===== src/logic/eal_defines.vh =====
// Constants for the eight-bit arithmetic and logic unit
`ifndef EAL_DEFINES_VH
`define EAL_DEFINES_VH

// Register byte offsets on the APB
`define EAL_OFF_CTRL   8'h00
`define EAL_OFF_DST    8'h04
`define EAL_OFF_DSTH   8'h08
`define EAL_OFF_SRC    8'h0c
`define EAL_OFF_FLAGS  8'h10
`define EAL_OFF_STATUS 8'h14

// Reset values
`define EAL_RST_BYTE   8'h00
`define EAL_RST_OP     5'h00
`define EAL_RST_WORD   32'h0000_0000

// Flag bit positions in the flag register
`define EAL_F_C        0
`define EAL_F_Z        1
`define EAL_F_N        2
`define EAL_F_V        3
`define EAL_F_S        4
`define EAL_F_H        5

// Status register bit positions
`define EAL_ST_BUSY    0

// Operation codes
`define EAL_OP_ADD     5'h01
`define EAL_OP_ADC     5'h02
`define EAL_OP_WADD    5'h03
`define EAL_OP_SUB     5'h04
`define EAL_OP_SUBK    5'h05
`define EAL_OP_SBC     5'h06
`define EAL_OP_SBCK    5'h07
`define EAL_OP_WSUB    5'h08
`define EAL_OP_AND     5'h09
`define EAL_OP_ANDK    5'h0a
`define EAL_OP_OR      5'h0b
`define EAL_OP_ORK     5'h0c
`define EAL_OP_EOR     5'h0d
`define EAL_OP_BSET    5'h0e
`define EAL_OP_BCLR    5'h0f
`define EAL_OP_TEST    5'h10

// Sizes
`define EAL_OP_W       5
`define EAL_SIGN_BIT   7
`define EAL_NIB_W      4

`endif


===== src/logic/eal_addsub.v =====
// Eight-bit adder and subtractor with carry, half-carry and overflow
`timescale 1ns/10ps
`include "eal_defines.vh"
module eal_addsub (
   // Operands
   input  wire [7:0] a_i,
   input  wire [7:0] b_i,
   input  wire       cin_i,
   input  wire       sub_i,
   // Results
   output wire [7:0] sum_o,
   output wire       cout_o,
   output wire       half_o,
   output wire       ovf_o
);
   wire [7:0] b_eff;
   wire       c_eff;
   wire [8:0] full;
   wire [4:0] nib;

   // Subtract as a + ~b + ~borrow; carries invert back into borrows
   assign b_eff  = sub_i ? ~b_i : b_i;
   assign c_eff  = sub_i ? ~cin_i : cin_i;
   assign full   = {1'b0, a_i} + {1'b0, b_eff} + {8'h00, c_eff};
   assign nib    = {1'b0, a_i[3:0]} + {1'b0, b_eff[3:0]} + {4'h0, c_eff};
   assign sum_o  = full[7:0];
   assign cout_o = full[8] ^ sub_i;
   assign half_o = nib[`EAL_NIB_W] ^ sub_i;
   assign ovf_o  = (a_i[`EAL_SIGN_BIT] == b_eff[`EAL_SIGN_BIT]) &&
                   (full[`EAL_SIGN_BIT] != a_i[`EAL_SIGN_BIT]);
endmodule // eal_addsub


===== src/logic/eal_top.v =====
// Eight-bit arithmetic and logic unit with an APB register file
//
// Contract
// - Register add, optional carry, five flags, one clock
// - Word add immediate on pair, two clocks
// - Subtract register or constant, five flags, one clock
// - Subtract operand and carry, five flags, one clock
// - Word subtract immediate on pair, two clocks
// - AND with register or constant, Z N V
// - OR and exclusive OR, Z N V, one clock
// - Masked bit set ORs mask into destination
// - Test ANDs register with itself, no write
//
// The implementer's own choices: the APB slave port and the address map.
`timescale 1ns/10ps
`include "eal_defines.vh"
module eal_top (
   // Clock, reset, enable
   input  wire        CLK_SYS_I,
   input  wire        RST_N_I,
   input  wire        CE_I,
   // APB slave
   input  wire        PSEL_I,
   input  wire        PENABLE_I,
   input  wire        PWRITE_I,
   input  wire [7:0]  PADDR_I,
   input  wire [31:0] PWDATA_I,
   output reg  [31:0] PRDATA_O,
   output reg         PREADY_O,
   output reg         PSLVERR_O,
   // Status
   output reg  [7:0]  FLAGS_O,
   output reg         BUSY_O
);
   localparam [1:0] ST_IDLE  = 2'b00;
   localparam [1:0] ST_EXEC  = 2'b01;
   localparam [1:0] ST_WORD2 = 2'b10;

   reg  [1:0]              state_q;
   reg  [`EAL_OP_W-1:0]    op_q;
   reg  [7:0]              dst_q;
   reg  [7:0]              dsth_q;
   reg  [7:0]              src_q;
   reg                     wcarry_q;
   reg                     wzero_q;
   reg  [31:0]             rd_d;
   reg                     hit_d;
   reg  [7:0]              as_a;
   reg  [7:0]              as_b;
   reg                     as_cin;
   reg                     as_sub;
   reg  [7:0]              logic_res;
   reg                     is_arith;
   reg                     is_word;
   reg                     is_logic;
   reg                     use_carry;
   reg                     valid_op;
   reg                     writes_dst;

   wire [7:0]              as_sum;
   wire                    as_cout;
   wire                    as_half;
   wire                    as_ovf;
   wire                    acc_done;
   wire                    wr_done;

   assign acc_done = PSEL_I & PENABLE_I & PREADY_O;
   assign wr_done  = acc_done & PWRITE_I & hit_d;

   // Operation decode
   always @* begin
      is_arith   = 1'b0;
      is_word    = 1'b0;
      is_logic   = 1'b0;
      use_carry  = 1'b0;
      as_sub     = 1'b0;
      writes_dst = 1'b1;
      logic_res  = dst_q;
      case (op_q)
         `EAL_OP_ADD: begin
            is_arith = 1'b1;
         end
         `EAL_OP_ADC: begin
            is_arith  = 1'b1;
            use_carry = 1'b1;
         end
         `EAL_OP_WADD: begin
            is_word = 1'b1;
         end
         `EAL_OP_SUB, `EAL_OP_SUBK: begin
            is_arith = 1'b1;
            as_sub   = 1'b1;
         end
         `EAL_OP_SBC, `EAL_OP_SBCK: begin
            is_arith  = 1'b1;
            as_sub    = 1'b1;
            use_carry = 1'b1;
         end
         `EAL_OP_WSUB: begin
            is_word = 1'b1;
            as_sub  = 1'b1;
         end
         `EAL_OP_AND, `EAL_OP_ANDK: begin
            is_logic  = 1'b1;
            logic_res = dst_q & src_q;
         end
         `EAL_OP_OR, `EAL_OP_ORK: begin
            is_logic  = 1'b1;
            logic_res = dst_q | src_q;
         end
         `EAL_OP_EOR: begin
            is_logic  = 1'b1;
            logic_res = dst_q ^ src_q;
         end
         `EAL_OP_BSET: begin
            is_logic  = 1'b1;
            logic_res = dst_q | src_q;
         end
         `EAL_OP_BCLR: begin
            is_logic  = 1'b1;
            logic_res = dst_q & ~src_q;
         end
         `EAL_OP_TEST: begin
            is_logic   = 1'b1;
            writes_dst = 1'b0;
            logic_res  = dst_q & dst_q;
         end
         default: begin
            writes_dst = 1'b0;
         end
      endcase
   end

   // Adder operand select: low byte first, then high byte with carry
   always @* begin
      if (state_q == ST_WORD2) begin
         as_a   = dsth_q;
         as_b   = `EAL_RST_BYTE;
         as_cin = wcarry_q;
      end else begin
         as_a   = dst_q;
         as_b   = src_q;
         as_cin = use_carry & FLAGS_O[`EAL_F_C];
      end
   end

   eal_addsub u_addsub (
      .a_i    (as_a),
      .b_i    (as_b),
      .cin_i  (as_cin),
      .sub_i  (as_sub),
      .sum_o  (as_sum),
      .cout_o (as_cout),
      .half_o (as_half),
      .ovf_o  (as_ovf)
   );

   // Opcode legality for control writes
   always @* begin
      case (PWDATA_I[`EAL_OP_W-1:0])
         `EAL_OP_ADD, `EAL_OP_ADC, `EAL_OP_WADD, `EAL_OP_SUB,
         `EAL_OP_SUBK, `EAL_OP_SBC, `EAL_OP_SBCK, `EAL_OP_WSUB,
         `EAL_OP_AND, `EAL_OP_ANDK, `EAL_OP_OR, `EAL_OP_ORK,
         `EAL_OP_EOR, `EAL_OP_BSET, `EAL_OP_BCLR, `EAL_OP_TEST:
            valid_op = 1'b1;
         default:
            valid_op = 1'b0;
      endcase
   end

   // Read mux and address decode
   always @* begin
      rd_d  = `EAL_RST_WORD;
      hit_d = 1'b1;
      case (PADDR_I)
         `EAL_OFF_CTRL:   rd_d[`EAL_OP_W-1:0] = op_q;
         `EAL_OFF_DST:    rd_d[7:0] = dst_q;
         `EAL_OFF_DSTH:   rd_d[7:0] = dsth_q;
         `EAL_OFF_SRC:    rd_d[7:0] = src_q;
         `EAL_OFF_FLAGS:  rd_d[7:0] = FLAGS_O;
         `EAL_OFF_STATUS: rd_d[`EAL_ST_BUSY] = BUSY_O;
         default:         hit_d = 1'b0;
      endcase
   end

   // Bus answer: one wait state, held off while an operation runs
   always @(posedge CLK_SYS_I) begin
      if (!RST_N_I) begin
         PREADY_O  <= 1'b0;
         PSLVERR_O <= 1'b0;
         PRDATA_O  <= `EAL_RST_WORD;
      end else if (CE_I) begin
         if (PSEL_I && PENABLE_I && !PREADY_O && state_q == ST_IDLE) begin
            PREADY_O  <= 1'b1;
            PSLVERR_O <= ~hit_d;
            PRDATA_O  <= PWRITE_I ? `EAL_RST_WORD : rd_d;
         end else begin
            PREADY_O  <= 1'b0;
            PSLVERR_O <= 1'b0;
         end
      end
   end

   // Registers, sequencing and flag update
   always @(posedge CLK_SYS_I) begin
      if (!RST_N_I) begin
         state_q  <= ST_IDLE;
         op_q     <= `EAL_RST_OP;
         dst_q    <= `EAL_RST_BYTE;
         dsth_q   <= `EAL_RST_BYTE;
         src_q    <= `EAL_RST_BYTE;
         FLAGS_O  <= `EAL_RST_BYTE;
         BUSY_O   <= 1'b0;
         wcarry_q <= 1'b0;
         wzero_q  <= 1'b0;
      end else if (CE_I) begin
         case (state_q)
            ST_IDLE: begin
               if (wr_done) begin
                  case (PADDR_I)
                     `EAL_OFF_CTRL: begin
                        if (valid_op) begin
                           op_q    <= PWDATA_I[`EAL_OP_W-1:0];
                           state_q <= ST_EXEC;
                           BUSY_O  <= 1'b1;
                        end
                     end
                     `EAL_OFF_DST:   dst_q   <= PWDATA_I[7:0];
                     `EAL_OFF_DSTH:  dsth_q  <= PWDATA_I[7:0];
                     `EAL_OFF_SRC:   src_q   <= PWDATA_I[7:0];
                     `EAL_OFF_FLAGS: FLAGS_O <= PWDATA_I[7:0];
                     default: begin
                     end
                  endcase
               end
            end
            ST_EXEC: begin
               if (is_word) begin
                  dst_q    <= as_sum;
                  wcarry_q <= as_cout;
                  wzero_q  <= (as_sum == `EAL_RST_BYTE);
                  state_q  <= ST_WORD2;
               end else begin
                  if (is_arith) begin
                     // S is not touched by byte arithmetic
                     if (writes_dst)
                        dst_q <= as_sum;
                     FLAGS_O[`EAL_F_C] <= as_cout;
                     FLAGS_O[`EAL_F_Z] <= (as_sum == `EAL_RST_BYTE);
                     FLAGS_O[`EAL_F_N] <= as_sum[`EAL_SIGN_BIT];
                     FLAGS_O[`EAL_F_V] <= as_ovf;
                     FLAGS_O[`EAL_F_H] <= as_half;
                  end else if (is_logic) begin
                     // C, S and H keep their values
                     if (writes_dst)
                        dst_q <= logic_res;
                     FLAGS_O[`EAL_F_Z] <= (logic_res == `EAL_RST_BYTE);
                     FLAGS_O[`EAL_F_N] <= logic_res[`EAL_SIGN_BIT];
                     FLAGS_O[`EAL_F_V] <= 1'b0;
                  end
                  state_q <= ST_IDLE;
                  BUSY_O  <= 1'b0;
               end
            end
            ST_WORD2: begin
               // H is not touched by word operations
               dsth_q            <= as_sum;
               FLAGS_O[`EAL_F_C] <= as_cout;
               FLAGS_O[`EAL_F_Z] <= wzero_q & (as_sum == `EAL_RST_BYTE);
               FLAGS_O[`EAL_F_N] <= as_sum[`EAL_SIGN_BIT];
               FLAGS_O[`EAL_F_V] <= as_ovf;
               FLAGS_O[`EAL_F_S] <= as_sum[`EAL_SIGN_BIT] ^ as_ovf;
               state_q           <= ST_IDLE;
               BUSY_O            <= 1'b0;
            end
            default: begin
               state_q <= ST_IDLE;
               BUSY_O  <= 1'b0;
            end
         endcase
      end
   end
endmodule // eal_top


===== config.mk =====
export PLATFORM = sky130hd
export DESIGN_NAME = eal_top
export DESIGN_NICKNAME = d
export VERILOG_FILES = /design/src/logic/eal_addsub.v /design/src/logic/eal_top.v
export VERILOG_INCLUDE_DIRS = /design/src /design/src/logic
export SDC_FILE = /design/constraint.sdc
export NUM_CORES = 1
export LEC_CHECK = 0
export BUFFER_PORTS_ARGS = -buffer_cell sky130_fd_sc_hd__buf_2
export CELL_PAD_IN_SITES_DETAIL_PLACEMENT = 0
export CELL_PAD_IN_SITES_GLOBAL_PLACEMENT = 1
export CORE_MARGIN = 2
export CORE_UTILIZATION = 41
export CTS_BUF_LIST = sky130_fd_sc_hd__clkbuf_8 sky130_fd_sc_hd__clkbuf_16
export CTS_CLUSTER_DIAMETER = 30
export DETAILED_ROUTE_END_ITERATION = 6
export PLACE_DENSITY = 0.88
export SYNTH_ARGS = -nofsm -noshare
export SYNTH_HDL_FRONTEND = slang
export SYNTH_SLANG_ARGS = --single-unit

===== constraint.sdc =====
create_clock -name CLK_SYS_I -period 4.95 [get_ports CLK_SYS_I]
set_input_delay 0.7425 -clock CLK_SYS_I [delete_from_list [all_inputs] [get_ports CLK_SYS_I]]
set_output_delay 0.7425 -clock CLK_SYS_I [all_outputs]
set_load 0.01 [all_outputs]

# Word-level counts from Yosys, hierarchy flattened
# Memory sizes are Yosys's and may differ from the RTL's.
# Index checks and enable logic that the tools add are counted.
# totals
ff_bits,76
mem_bits_ro,32
output_inout_bits,43
elab_cells,160
memories,1
# memory_table
memory,depth,word_bits,read_ports,rd_clocked_by_memory_dff,write_ports,line_no,text
(name not given),32,1,1,0,0,eal_top.v:160,case (PWDATA_I[`EAL_OP_W-1:0])
# classes
n_addsub,4
n_eq_ne,36
n_mux,51
bitwise_logic,18
n_reduce_logical,34
# op_table
operator,n
$mux W8,13
$eq A5 B4 Y1 const B,8
$pmux W8 S5,1
$pmux W8 S2,2
$and A8 B8 Y8,3
$logic_not A8 Y1,3
$reduce_and A6 Y1,4
$eq A5 B3 Y1 const B,4
$pmux W4 S5,1
$reduce_and A4 Y1,5
$mux W1,18
$eq A8 B4 Y1 const B,2
$eq A8 B5 Y1 const B,2
$not A8 Y8,2
$reduce_or A15 Y1,1
$mux W6,2
$pmux W3 S4,1
$pmux W4 S3,1
$reduce_or A6 Y1,2
$eq A5 B2 Y1 const B,2
$reduce_and A5 Y1,2
$add A8 B8 Y9,1
$add A9 B1 Y9,1
$eq A8 B3 Y1 const B,1
other kinds (34),61

# Logic depth before layout (Yosys ltp)
# Gate-level depths: netlist of the first run.
# depth
depth_word,13
ltp_mapped,18
depth_no_buf,15

# By module
# From an unflattened synthesis of the first run, not the netlist that was laid out.
# hier_totals
cells_unflattened,561
hier_area_um2,4526.8
# by_module_without_submodules
module,n_inst,cells_each,area_per_inst_um2
eal_top,1,505,4060.1
eal_addsub,1,56,466.7

# Worst setup path before layout of the first run
# OpenSTA, ideal clock, no wires.
# synth_timing
path_kind,register to register
startpoint,register state_q[0]
endpoint,register FLAGS_O[1]
t_arrival_ns,3.548
t_required_ns,4.890
setup_slack_ns,1.343
path_stages_with_launch,15
n_path_buf,3
cell_sequence,dfxtp_1 > inv_1 > ha_1 > clkbuf_1 > clkbuf_1 > clkbuf_1 > o21ai_0 > fa_1 > a211oi_2 > o211ai_1 > a221o_1 > nor4_1 > and3_1 > a21boi_0 > o311a_1
# synth_between
elab_chain_cells,10
elab_cells_between_ends,23
# synth_lines
item,line_no,text
start: declaration,eal_top.v:39,reg [1:0] state_q;
start signal: assignment,eal_top.v:207,state_q <= ST_IDLE;
start signal: assignment,eal_top.v:224,state_q <= ST_EXEC;
start signal: assignment,eal_top.v:242,state_q <= ST_WORD2;
$eq A2 B2 Y1,"eal_top.v:136, eal_top.v:217",
$mux W8,eal_top.v:136,if (state_q == ST_WORD2) begin
$not A8 Y8,eal_addsub.v:22,assign b_eff = sub_i ? ~b_i : b_i;
$mux W8,eal_addsub.v:22,
$add A8 B8 Y9,eal_addsub.v:24,"assign full = {1'b0, a_i} + {1'b0, b_eff} + {8'h00, c_eff};"
$add A9 B1 Y9,eal_addsub.v:24,
$logic_not A8 Y1 (no source line),--,
$mux W3,eal_top.v:244,if (is_arith) begin
$mux W4,eal_top.v:238,if (is_word) begin
$pmux W4 S3,eal_top.v:217,case (state_q)
end signal: indexed assignment,eal_top.v:248,FLAGS_O[`EAL_F_C] <= as_cout;
end signal: indexed assignment,eal_top.v:249,FLAGS_O[`EAL_F_Z] <= (as_sum == `EAL_RST_BYTE);
end signal: indexed assignment,eal_top.v:250,FLAGS_O[`EAL_F_N] <= as_sum[`EAL_SIGN_BIT];
end: declaration,eal_top.v:32,"output reg [7:0] FLAGS_O,"
# Several ways; a longest one is shown, not always the timed one. The select of a mux whose other input is x is not followed.
# A chain may end at the register's enable or synchronous reset.

# Worst setup path after layout of the first run
# layout_timing
startpoint,register op_q[0]
endpoint,register FLAGS_O[1]
# layout_between
elab_chain_cells,12
elab_cells_between_ends,46
# layout_lines
item,line_no,text
start: declaration,eal_top.v:40,reg [`EAL_OP_W-1:0] op_q;
start signal: assignment,eal_top.v:208,op_q <= `EAL_RST_OP;
start signal: assignment,eal_top.v:223,op_q <= PWDATA_I[`EAL_OP_W-1:0];
branches (longest 12 deep; another with $add A8 B8 Y9),--,
# Several ways; the timed one is not identified. The select of a mux whose other input is x is not followed.

==> results of run 1 <==
## layout by cell type, fill, tap and decap left out, types with 12 or more instances in the layout
master | Yosys | layout
a21oi_1 | 28 | 28
buf_2 | 11 | 40
conb_1 | 1 | 24
dfxtp_1 | 52 | 52
ha_1 | 19 | 19
inv_1 | 28 | 28
mux2i_1 | 36 | 36
nand2_1 | 45 | 45
nand3_1 | 12 | 12
nor2_1 | 32 | 32
nor2b_1 | 31 | 31
o211ai_1 | 14 | 14
o21ai_0 | 41 | 41
## power groups by stage
stage	Combinational, W	Sequential [W]	Clock, W
6_report	0.0000565	0.000419	0.000304
5_1_grt	0.0000614	0.000419	0.000330
4_1_cts	0.0000556	0.000419	0.000311
3_5_place_dp	0.0000555	0.000429	0
3_3_place_gp	0.0000550	0.000429	0
2_1_floorplan	0.0000465	0.000429	0
## sequential cells by signal (all words and copies together) (netlist names)
| signal | count |
|---|---|
| FLAGS_O | 8 |
| dsth_q | 8 |
| PSLVERR_O | 1 |
| src_q | 8 |
| dst_q | 8 |
| PREADY_O | 1 |
| wcarry_q | 1 |
| op_q | 5 |
| BUSY_O | 1 |
| PRDATA_O | 8 |
| wzero_q | 1 |
| state_q | 2 |
## cells by family after synthesis
logic type / Yosys count / share of synthesized area
DFF: 52 / 0.2405
AOI/OAI and AO/OA: 145 / 0.2254
adders and majority gates: 21 / 0.06416
xor gates and xnor gates: 16 / 0.03237
other: 1 / 0.0008662
and+or+nand+nor: 181 / 0.2254
buffers and inverters: 88 / 0.1124
muxes: 41 / 0.09884
## worst min-delay path, cell delays in order, from the launching register on
cell and delay, ns:
dfxtp_1 0.33, nand3_1 0.06, o31ai_1 0.07
## stage by stage
| stage | utilization | hold WS, ns | instances | power (W) | setup slack, ns |
|---|---|---|---|---|---|
| floorplan | - | 0.4454 | 568 | 0.0004755 | 1.343 |
| global placement | 0.4326 | 0.4588 | 690 | 0.0004837 | 0.9225 |
| detailed placement | 0.4326 | 0.4758 | 690 | 0.0004843 | 0.8514 |
| CTS | 0.4434 | 0.4907 | 698 | 0.0007860 | 0.8273 |
| global route | 0.4434 | 0.5158 | 698 | 0.0008111 | 0.5796 |
| finish | 0.4434 | 0.4964 | 698 | 0.0007798 | 0.7700 |
## path summary, 6_finish.rpt
path	startpoint	to	slack, ns	cells after the start
worst max-delay path	op_q[0]$_SDFFE_PN0P_	FLAGS_O[1]$_SDFFE_PN0P_	0.77	13
worst max register to register	op_q[0]$_SDFFE_PN0P_	FLAGS_O[1]$_SDFFE_PN0P_	0.77	13
worst min register to register	wcarry_q$_SDFFE_PN0P_	wcarry_q$_SDFFE_PN0P_	0.50	2
worst min-delay path	wcarry_q$_SDFFE_PN0P_	wcarry_q$_SDFFE_PN0P_	0.50	2
## per-layer routing
metal / vias to the layer above / share of wire / GRT usage
li1: 1920 / - / -
met5: - / 0 / 0
met3: 28 / 0.078 / 0.03526
met2: 182 / 0.46 / 0.3435
met4: 0 / 0.030 / 0.07978
met1: 1851 / 0.44 / 0.2883
## cell type report
cell class | instances | area, sq um | share of cell area
flip-flops and latches | 52 | 1041 | 0.2284
clock inverters | 3 | 42.54 | 0.009336
clock buffers | 5 | 68.82 | 0.01510
well taps | 136 | 170.2 | 0.03734
multi-input cells | 428 | 2888 | 0.6337
inverters | 29 | 108.9 | 0.02389
repair buffers | 45 | 237.7 | 0.05217
==> results.ini, run 1 <==
[logic_synthesis]
syn_avg_cell_area_sq_um=7.943
synth_common_cells=dfxtp_1 (52), nand2_1 (45), o21ai_0 (41), mux2i_1 (36), nor2_1 (32)
netlist_area_sq_um=4329
ys_warn_count=0
yosysSeqAreaShare=0.2405
syn_inst=545
synthFlopType=dfxtp_1
ys_seq_elements=52
synth_area_leader_cell=dfxtp_1
yosysUniqueCellTypes=68
synth-edff-count=0
yosysMostFrequentCell=dfxtp_1
synthTopCellsByArea=dfxtp_1 (24%), mux2i_1 (8.3%), ha_1 (5.5%)
async_reset_ff_frac=0
synth_top_area_share=0.2405

[cts]
clkTransAtPathRegs_ns=0.10
cts_tree=done
htreeDepth=2
cts_buffers=5
cts_max_path_buffers=2
cts.sinks=52
ctsRootBufferMaster=clkbuf_8
post_cts_buffers=0
hold_buffers=0
clk_latency_ns=0.31
ctsResizeCount=0

[cells_and_area]
syn2layout_area_growth_pct=5.260
final_area_sq_um=4557
antenna_cells=0
final_nets=628
num-fill-cells=1056
drive_gt1_frac=0.1317

[setup_path]
crit_slowest_cell=nor2_1
max_stage_delay_ns=0.52
crit_path_frequent_cell=nor2_1
crit_arrival_ns=4.44
crit_type=register to register
crit_buf_inv=0
cp-end-kind=register
crit_path_start_kind=register
path_cells=or2_1 > nor2_1 > mux2i_1 > nor2_1 > xnor2_1 > fa_1 > a211oi_2 > o211ai_1 > a221o_1 > nor4_1 > and3_1 > a21boi_0 > o311a_1
cp_max_fo=10
cp.required_ns=5.21
crit_family=simple AND/OR/NAND/NOR gates

[placed_design]
placed_area_sq_um=4446
gp_congestion=0.9273
dp_hpwl_mm=8.934
port_buffers=40

[timing]
rsz0062_at_grt=no
slew_headroom=0.2200
timing.fmax_ghz=0.2392
slew_violations=0
period_share=0.8444
worstMarginPinSlew_ns=1.164
hold_violations=0
fin_skew_ns=0.01269
finalSetupTns_ns=0
finalSetupViolCount=0
post-route-min-period_ns=4.180

[floorplanning]
pin_count=89
core-area_sq_um=10280
die_h_microns=106.8
fp.dieW_microns=106.8
start_util=0.4212
dieArea_sq_um=11400
fp-row-count=37

[grt]
track_usage=0.2140
antenna_found_initial=0
grt_pass1_vias=3742
grt_max_degree=54
gr-total-overflow=0
grt_pass1_wl_mm=19.29

[run_status]
outcome=finished clean

[routing]
ant_nets=0
drcViolationCount=0
viasPerCell=5.703
first_pass_iters=5
wire_per_inst_microns=17.28
wirelength_mm=12.06
drtIter0Drc=420
dr_total_vias=3981

[power]
share_seq_of_total_power=0.537
power_density_nw_per_um2=171.1
netSwitchingFraction=0.2480
p_int_w=0.0005865
pwr-share-comb=0.072
p_switching_w=0.0001934
power_leakage_nw=1.799
ir_drop_mv=0.1217
p_clk_frac=0.390

[flow_run]
drv_cap=0

[min_path]
hold_class=register to register

Note: power is estimated with default switching activity, not from simulation.
==> inputs of run 2 (changes only) <==
--- a/config.mk
+++ b/config.mk
@@ -10,11 +10,11 @@
 export CELL_PAD_IN_SITES_DETAIL_PLACEMENT = 0
 export CELL_PAD_IN_SITES_GLOBAL_PLACEMENT = 1
 export CORE_MARGIN = 2
-export CORE_UTILIZATION = 41
+export CORE_UTILIZATION = 37
 export CTS_BUF_LIST = sky130_fd_sc_hd__clkbuf_8 sky130_fd_sc_hd__clkbuf_16
 export CTS_CLUSTER_DIAMETER = 30
 export DETAILED_ROUTE_END_ITERATION = 6
-export PLACE_DENSITY = 0.88
+export PLACE_DENSITY = 0.84
 export SYNTH_ARGS = -nofsm -noshare
 export SYNTH_HDL_FRONTEND = slang
 export SYNTH_SLANG_ARGS = --single-unit
==> constraint.sdc (replaced) <==
create_clock -name CLK_SYS_I -period 3.7 [get_ports CLK_SYS_I]
set_input_delay 0.555 -clock CLK_SYS_I [delete_from_list [all_inputs] [get_ports CLK_SYS_I]]
set_output_delay 0.555 -clock CLK_SYS_I [all_outputs]
set_load 0.01 [all_outputs]
==> run 2 against run 1 <==
  * Worst setup slack got worse by 0.50 ns
  * Critical path depth increased by 1
  * Routed wire length grew 3.2%
  * Final area up 3.7%
  * Final cell count increased by 2.4%
  * Global-route usage shrank 2.0 points
  * Sequential power grew 34%
==> results.ini, run 2 (synthesis gave the netlist of run 1 again) <==
[placed_design]
dp_hpwl_mm=9.259  ; +3.6%
port_buffers=40  ; unchanged
gp_congestion=0.8798  ; -5.1%
pre_cts_slack_ns=-0.01193  ; -0.8633 ns
placed_area_sq_um=4529  ; +1.9%

[cells_and_area]
syn2layout_area_growth_pct=9.104
drive_gt1_frac=0.1608  ; +0.02917
final_nets=638  ; +1.6%
final_area_sq_um=4723  ; +3.7%
antenna_cells=0  ; unchanged
final_common_cell=dfxtp_1
num-fill-cells=1178  ; +12%
final_cell_mix=dfxtp_1 (51), nand2_1 (45), o21ai_0 (40), buf_2 (40), mux2i_1 (36)

[routing]
wirelength_mm=12.45  ; +3.2%
drcViolationCount=0  ; unchanged
first_pass_iters=5  ; unchanged
ant_nets=0  ; unchanged
wire_per_inst_microns=17.41  ; +0.75%
viasPerCell=5.613  ; -1.6%
dr_total_vias=4013  ; +0.80%
drtIter0Drc=384  ; -8.6%

[grt]
grt_max_degree=54  ; unchanged
grt_pass1_vias=3740  ; -0.053%
antenna_found_initial=0  ; unchanged
grt_pass1_wl_mm=19.70  ; +2.1%
track_usage=0.1943  ; -0.01967
gr-total-overflow=0  ; unchanged

[cts]
cts_max_path_buffers=2  ; unchanged
htreeDepth=2  ; unchanged
clk_latency_ns=0.30  ; about the same
cts_buffers=5  ; unchanged
ctsRootBufferMaster=clkbuf_16
clkTransAtPathRegs_ns=0.08  ; -0.02 ns
cts.sinks=52  ; unchanged
cts_tree=done
post_cts_buffers=0  ; unchanged

[setup_path]
crit_arrival_ns=3.67  ; -0.77 ns
rr_startpoint=state_q[0]$_SDFFE_PN0P_
startpoint=state_q[0]$_SDFFE_PN0P_
cp.required_ns=3.94  ; -1.27 ns
crit_type=register to register
crit_path_start_kind=register
cp-end-kind=register
cp_max_fo=13  ; +3

[flow_run]
drv_cap=0  ; unchanged

[floorplanning]
core-area_sq_um=11420  ; +11%
start_util=0.3791  ; -0.04210
fp.dieW_microns=112.2  ; +5.1%
dieArea_sq_um=12580  ; +10%
fp-row-count=39  ; +5.4%
die_h_microns=112.2  ; +5.1%
pin_count=89  ; unchanged

[timing]
fin_ws_ns=0.2713  ; -0.4987 ns
hold_violations=0  ; unchanged
slew_headroom=0.4030  ; +0.1830
finalSetupViolCount=0  ; unchanged
rsz0062_at_grt=no
slew_violations=0  ; unchanged
timing.fmax_ghz=0.2917  ; +22%
fin_skew_ns=0.01258  ; -0.0001093 ns
post-route-min-period_ns=3.429  ; -0.7513 ns
worstMarginPinSlew_ns=0.8954  ; -0.2682 ns
period_share=0.9267  ; +0.08222

[power]
power_density_nw_per_um2=239.1  ; +40%
ir_drop_mv=0.1622  ; +33%
power_leakage_nw=1.876  ; +4.3%
power.total_w=0.001129  ; +45%

[run_status]
outcome=finished clean

[min_path]
hold_class=register to register
min_from=state_q[0]$_SDFFE_PN0P_

[run 2: timing repair]
action / 4_1_cts / 5_1_grt
pin swaps: 0 / 5
hold buffers: 0 / 0
endpoints found under the setup margin: 1 / 3
gates resized for setup: 1 / 10
[run 2: worst max-delay path: stages, from the launching register on]
cell	delay [ns]
dfxtp_2	0.36
inv_1	0.06
ha_2	0.24
buf_4	0.19
nand2_1	0.06
a21boi_1	0.19
inv_1	0.06
ha_1	0.33
a211oi_4	0.31
o211ai_1	0.18
a221o_1	0.42
nor4_2	0.32
and3_1	0.26
a21boi_0	0.20
o311a_1	0.18
[run 2: report_power, final]
group / leakage (nW) / total [W] / switching, W / internal, W
combinational: 1.39 / 0.0000760 / 0.0000522 / 0.0000238
clock: 0.0680 / 0.000493 / 0.000237 / 0.000256
sequential: 0.419 / 0.000560 / 0.000000525 / 0.000560
total: 1.88 / 0.00113 / 0.000289 / 0.000840
[run 2: final cells by class]
class                      count  area (sq um)  share of cell area
clock inverter                 3         26.28            0.005563
multi-input combinational    428          2929              0.6201
tap                          143         178.9             0.03788
clock buffer                   5         125.1             0.02649
timing repair buffer          55         312.8             0.06623
inverter                      29         108.9             0.02305
sequential                    52          1042              0.2207
[run 2: final timing paths]
kind | end | slack (ns) | cells past startpoint
worst min register to register | state_q[0]$_SDFFE_PN0P_ | 0.50 | 2
worst max register to register | FLAGS_O[1]$_SDFFE_PN0P_ | 0.27 | 14
worst min-delay path | state_q[0]$_SDFFE_PN0P_ | 0.50 | 2
worst max-delay path | FLAGS_O[1]$_SDFFE_PN0P_ | 0.27 | 14
[run 2: stage by stage]
stage / hold slack, ns / util / TNS (ns) / std cells
3_3_place_gp: 0.4636 / 0.3967 / 0 / 707
2_1_floorplan: 0.4454 / - / 0 / 568
4_1_cts: 0.4949 / 0.4106 / 0 / 715
3_5_place_dp: 0.4774 / 0.3967 / -0.01193 / 707
5_1_grt: 0.5178 / 0.4137 / 0 / 715
6_report: 0.5046 / 0.4137 / 0 / 715
[run 2: per-layer routing]
| metal | wire length [microns] | vias to the layer above | track usage | part of all wire |
|---|---|---|---|---|
| met5 | 0 | - | 0 | 0 |
| met4 | 246 | 0 | 0.05447 | 0.020 |
| met3 | 770 | 19 | 0.01998 | 0.062 |
| met2 | 5961 | 153 | 0.3402 | 0.48 |
| met1 | 5471 | 1899 | 0.2547 | 0.44 |
| li1 | - | 1942 | - | - |
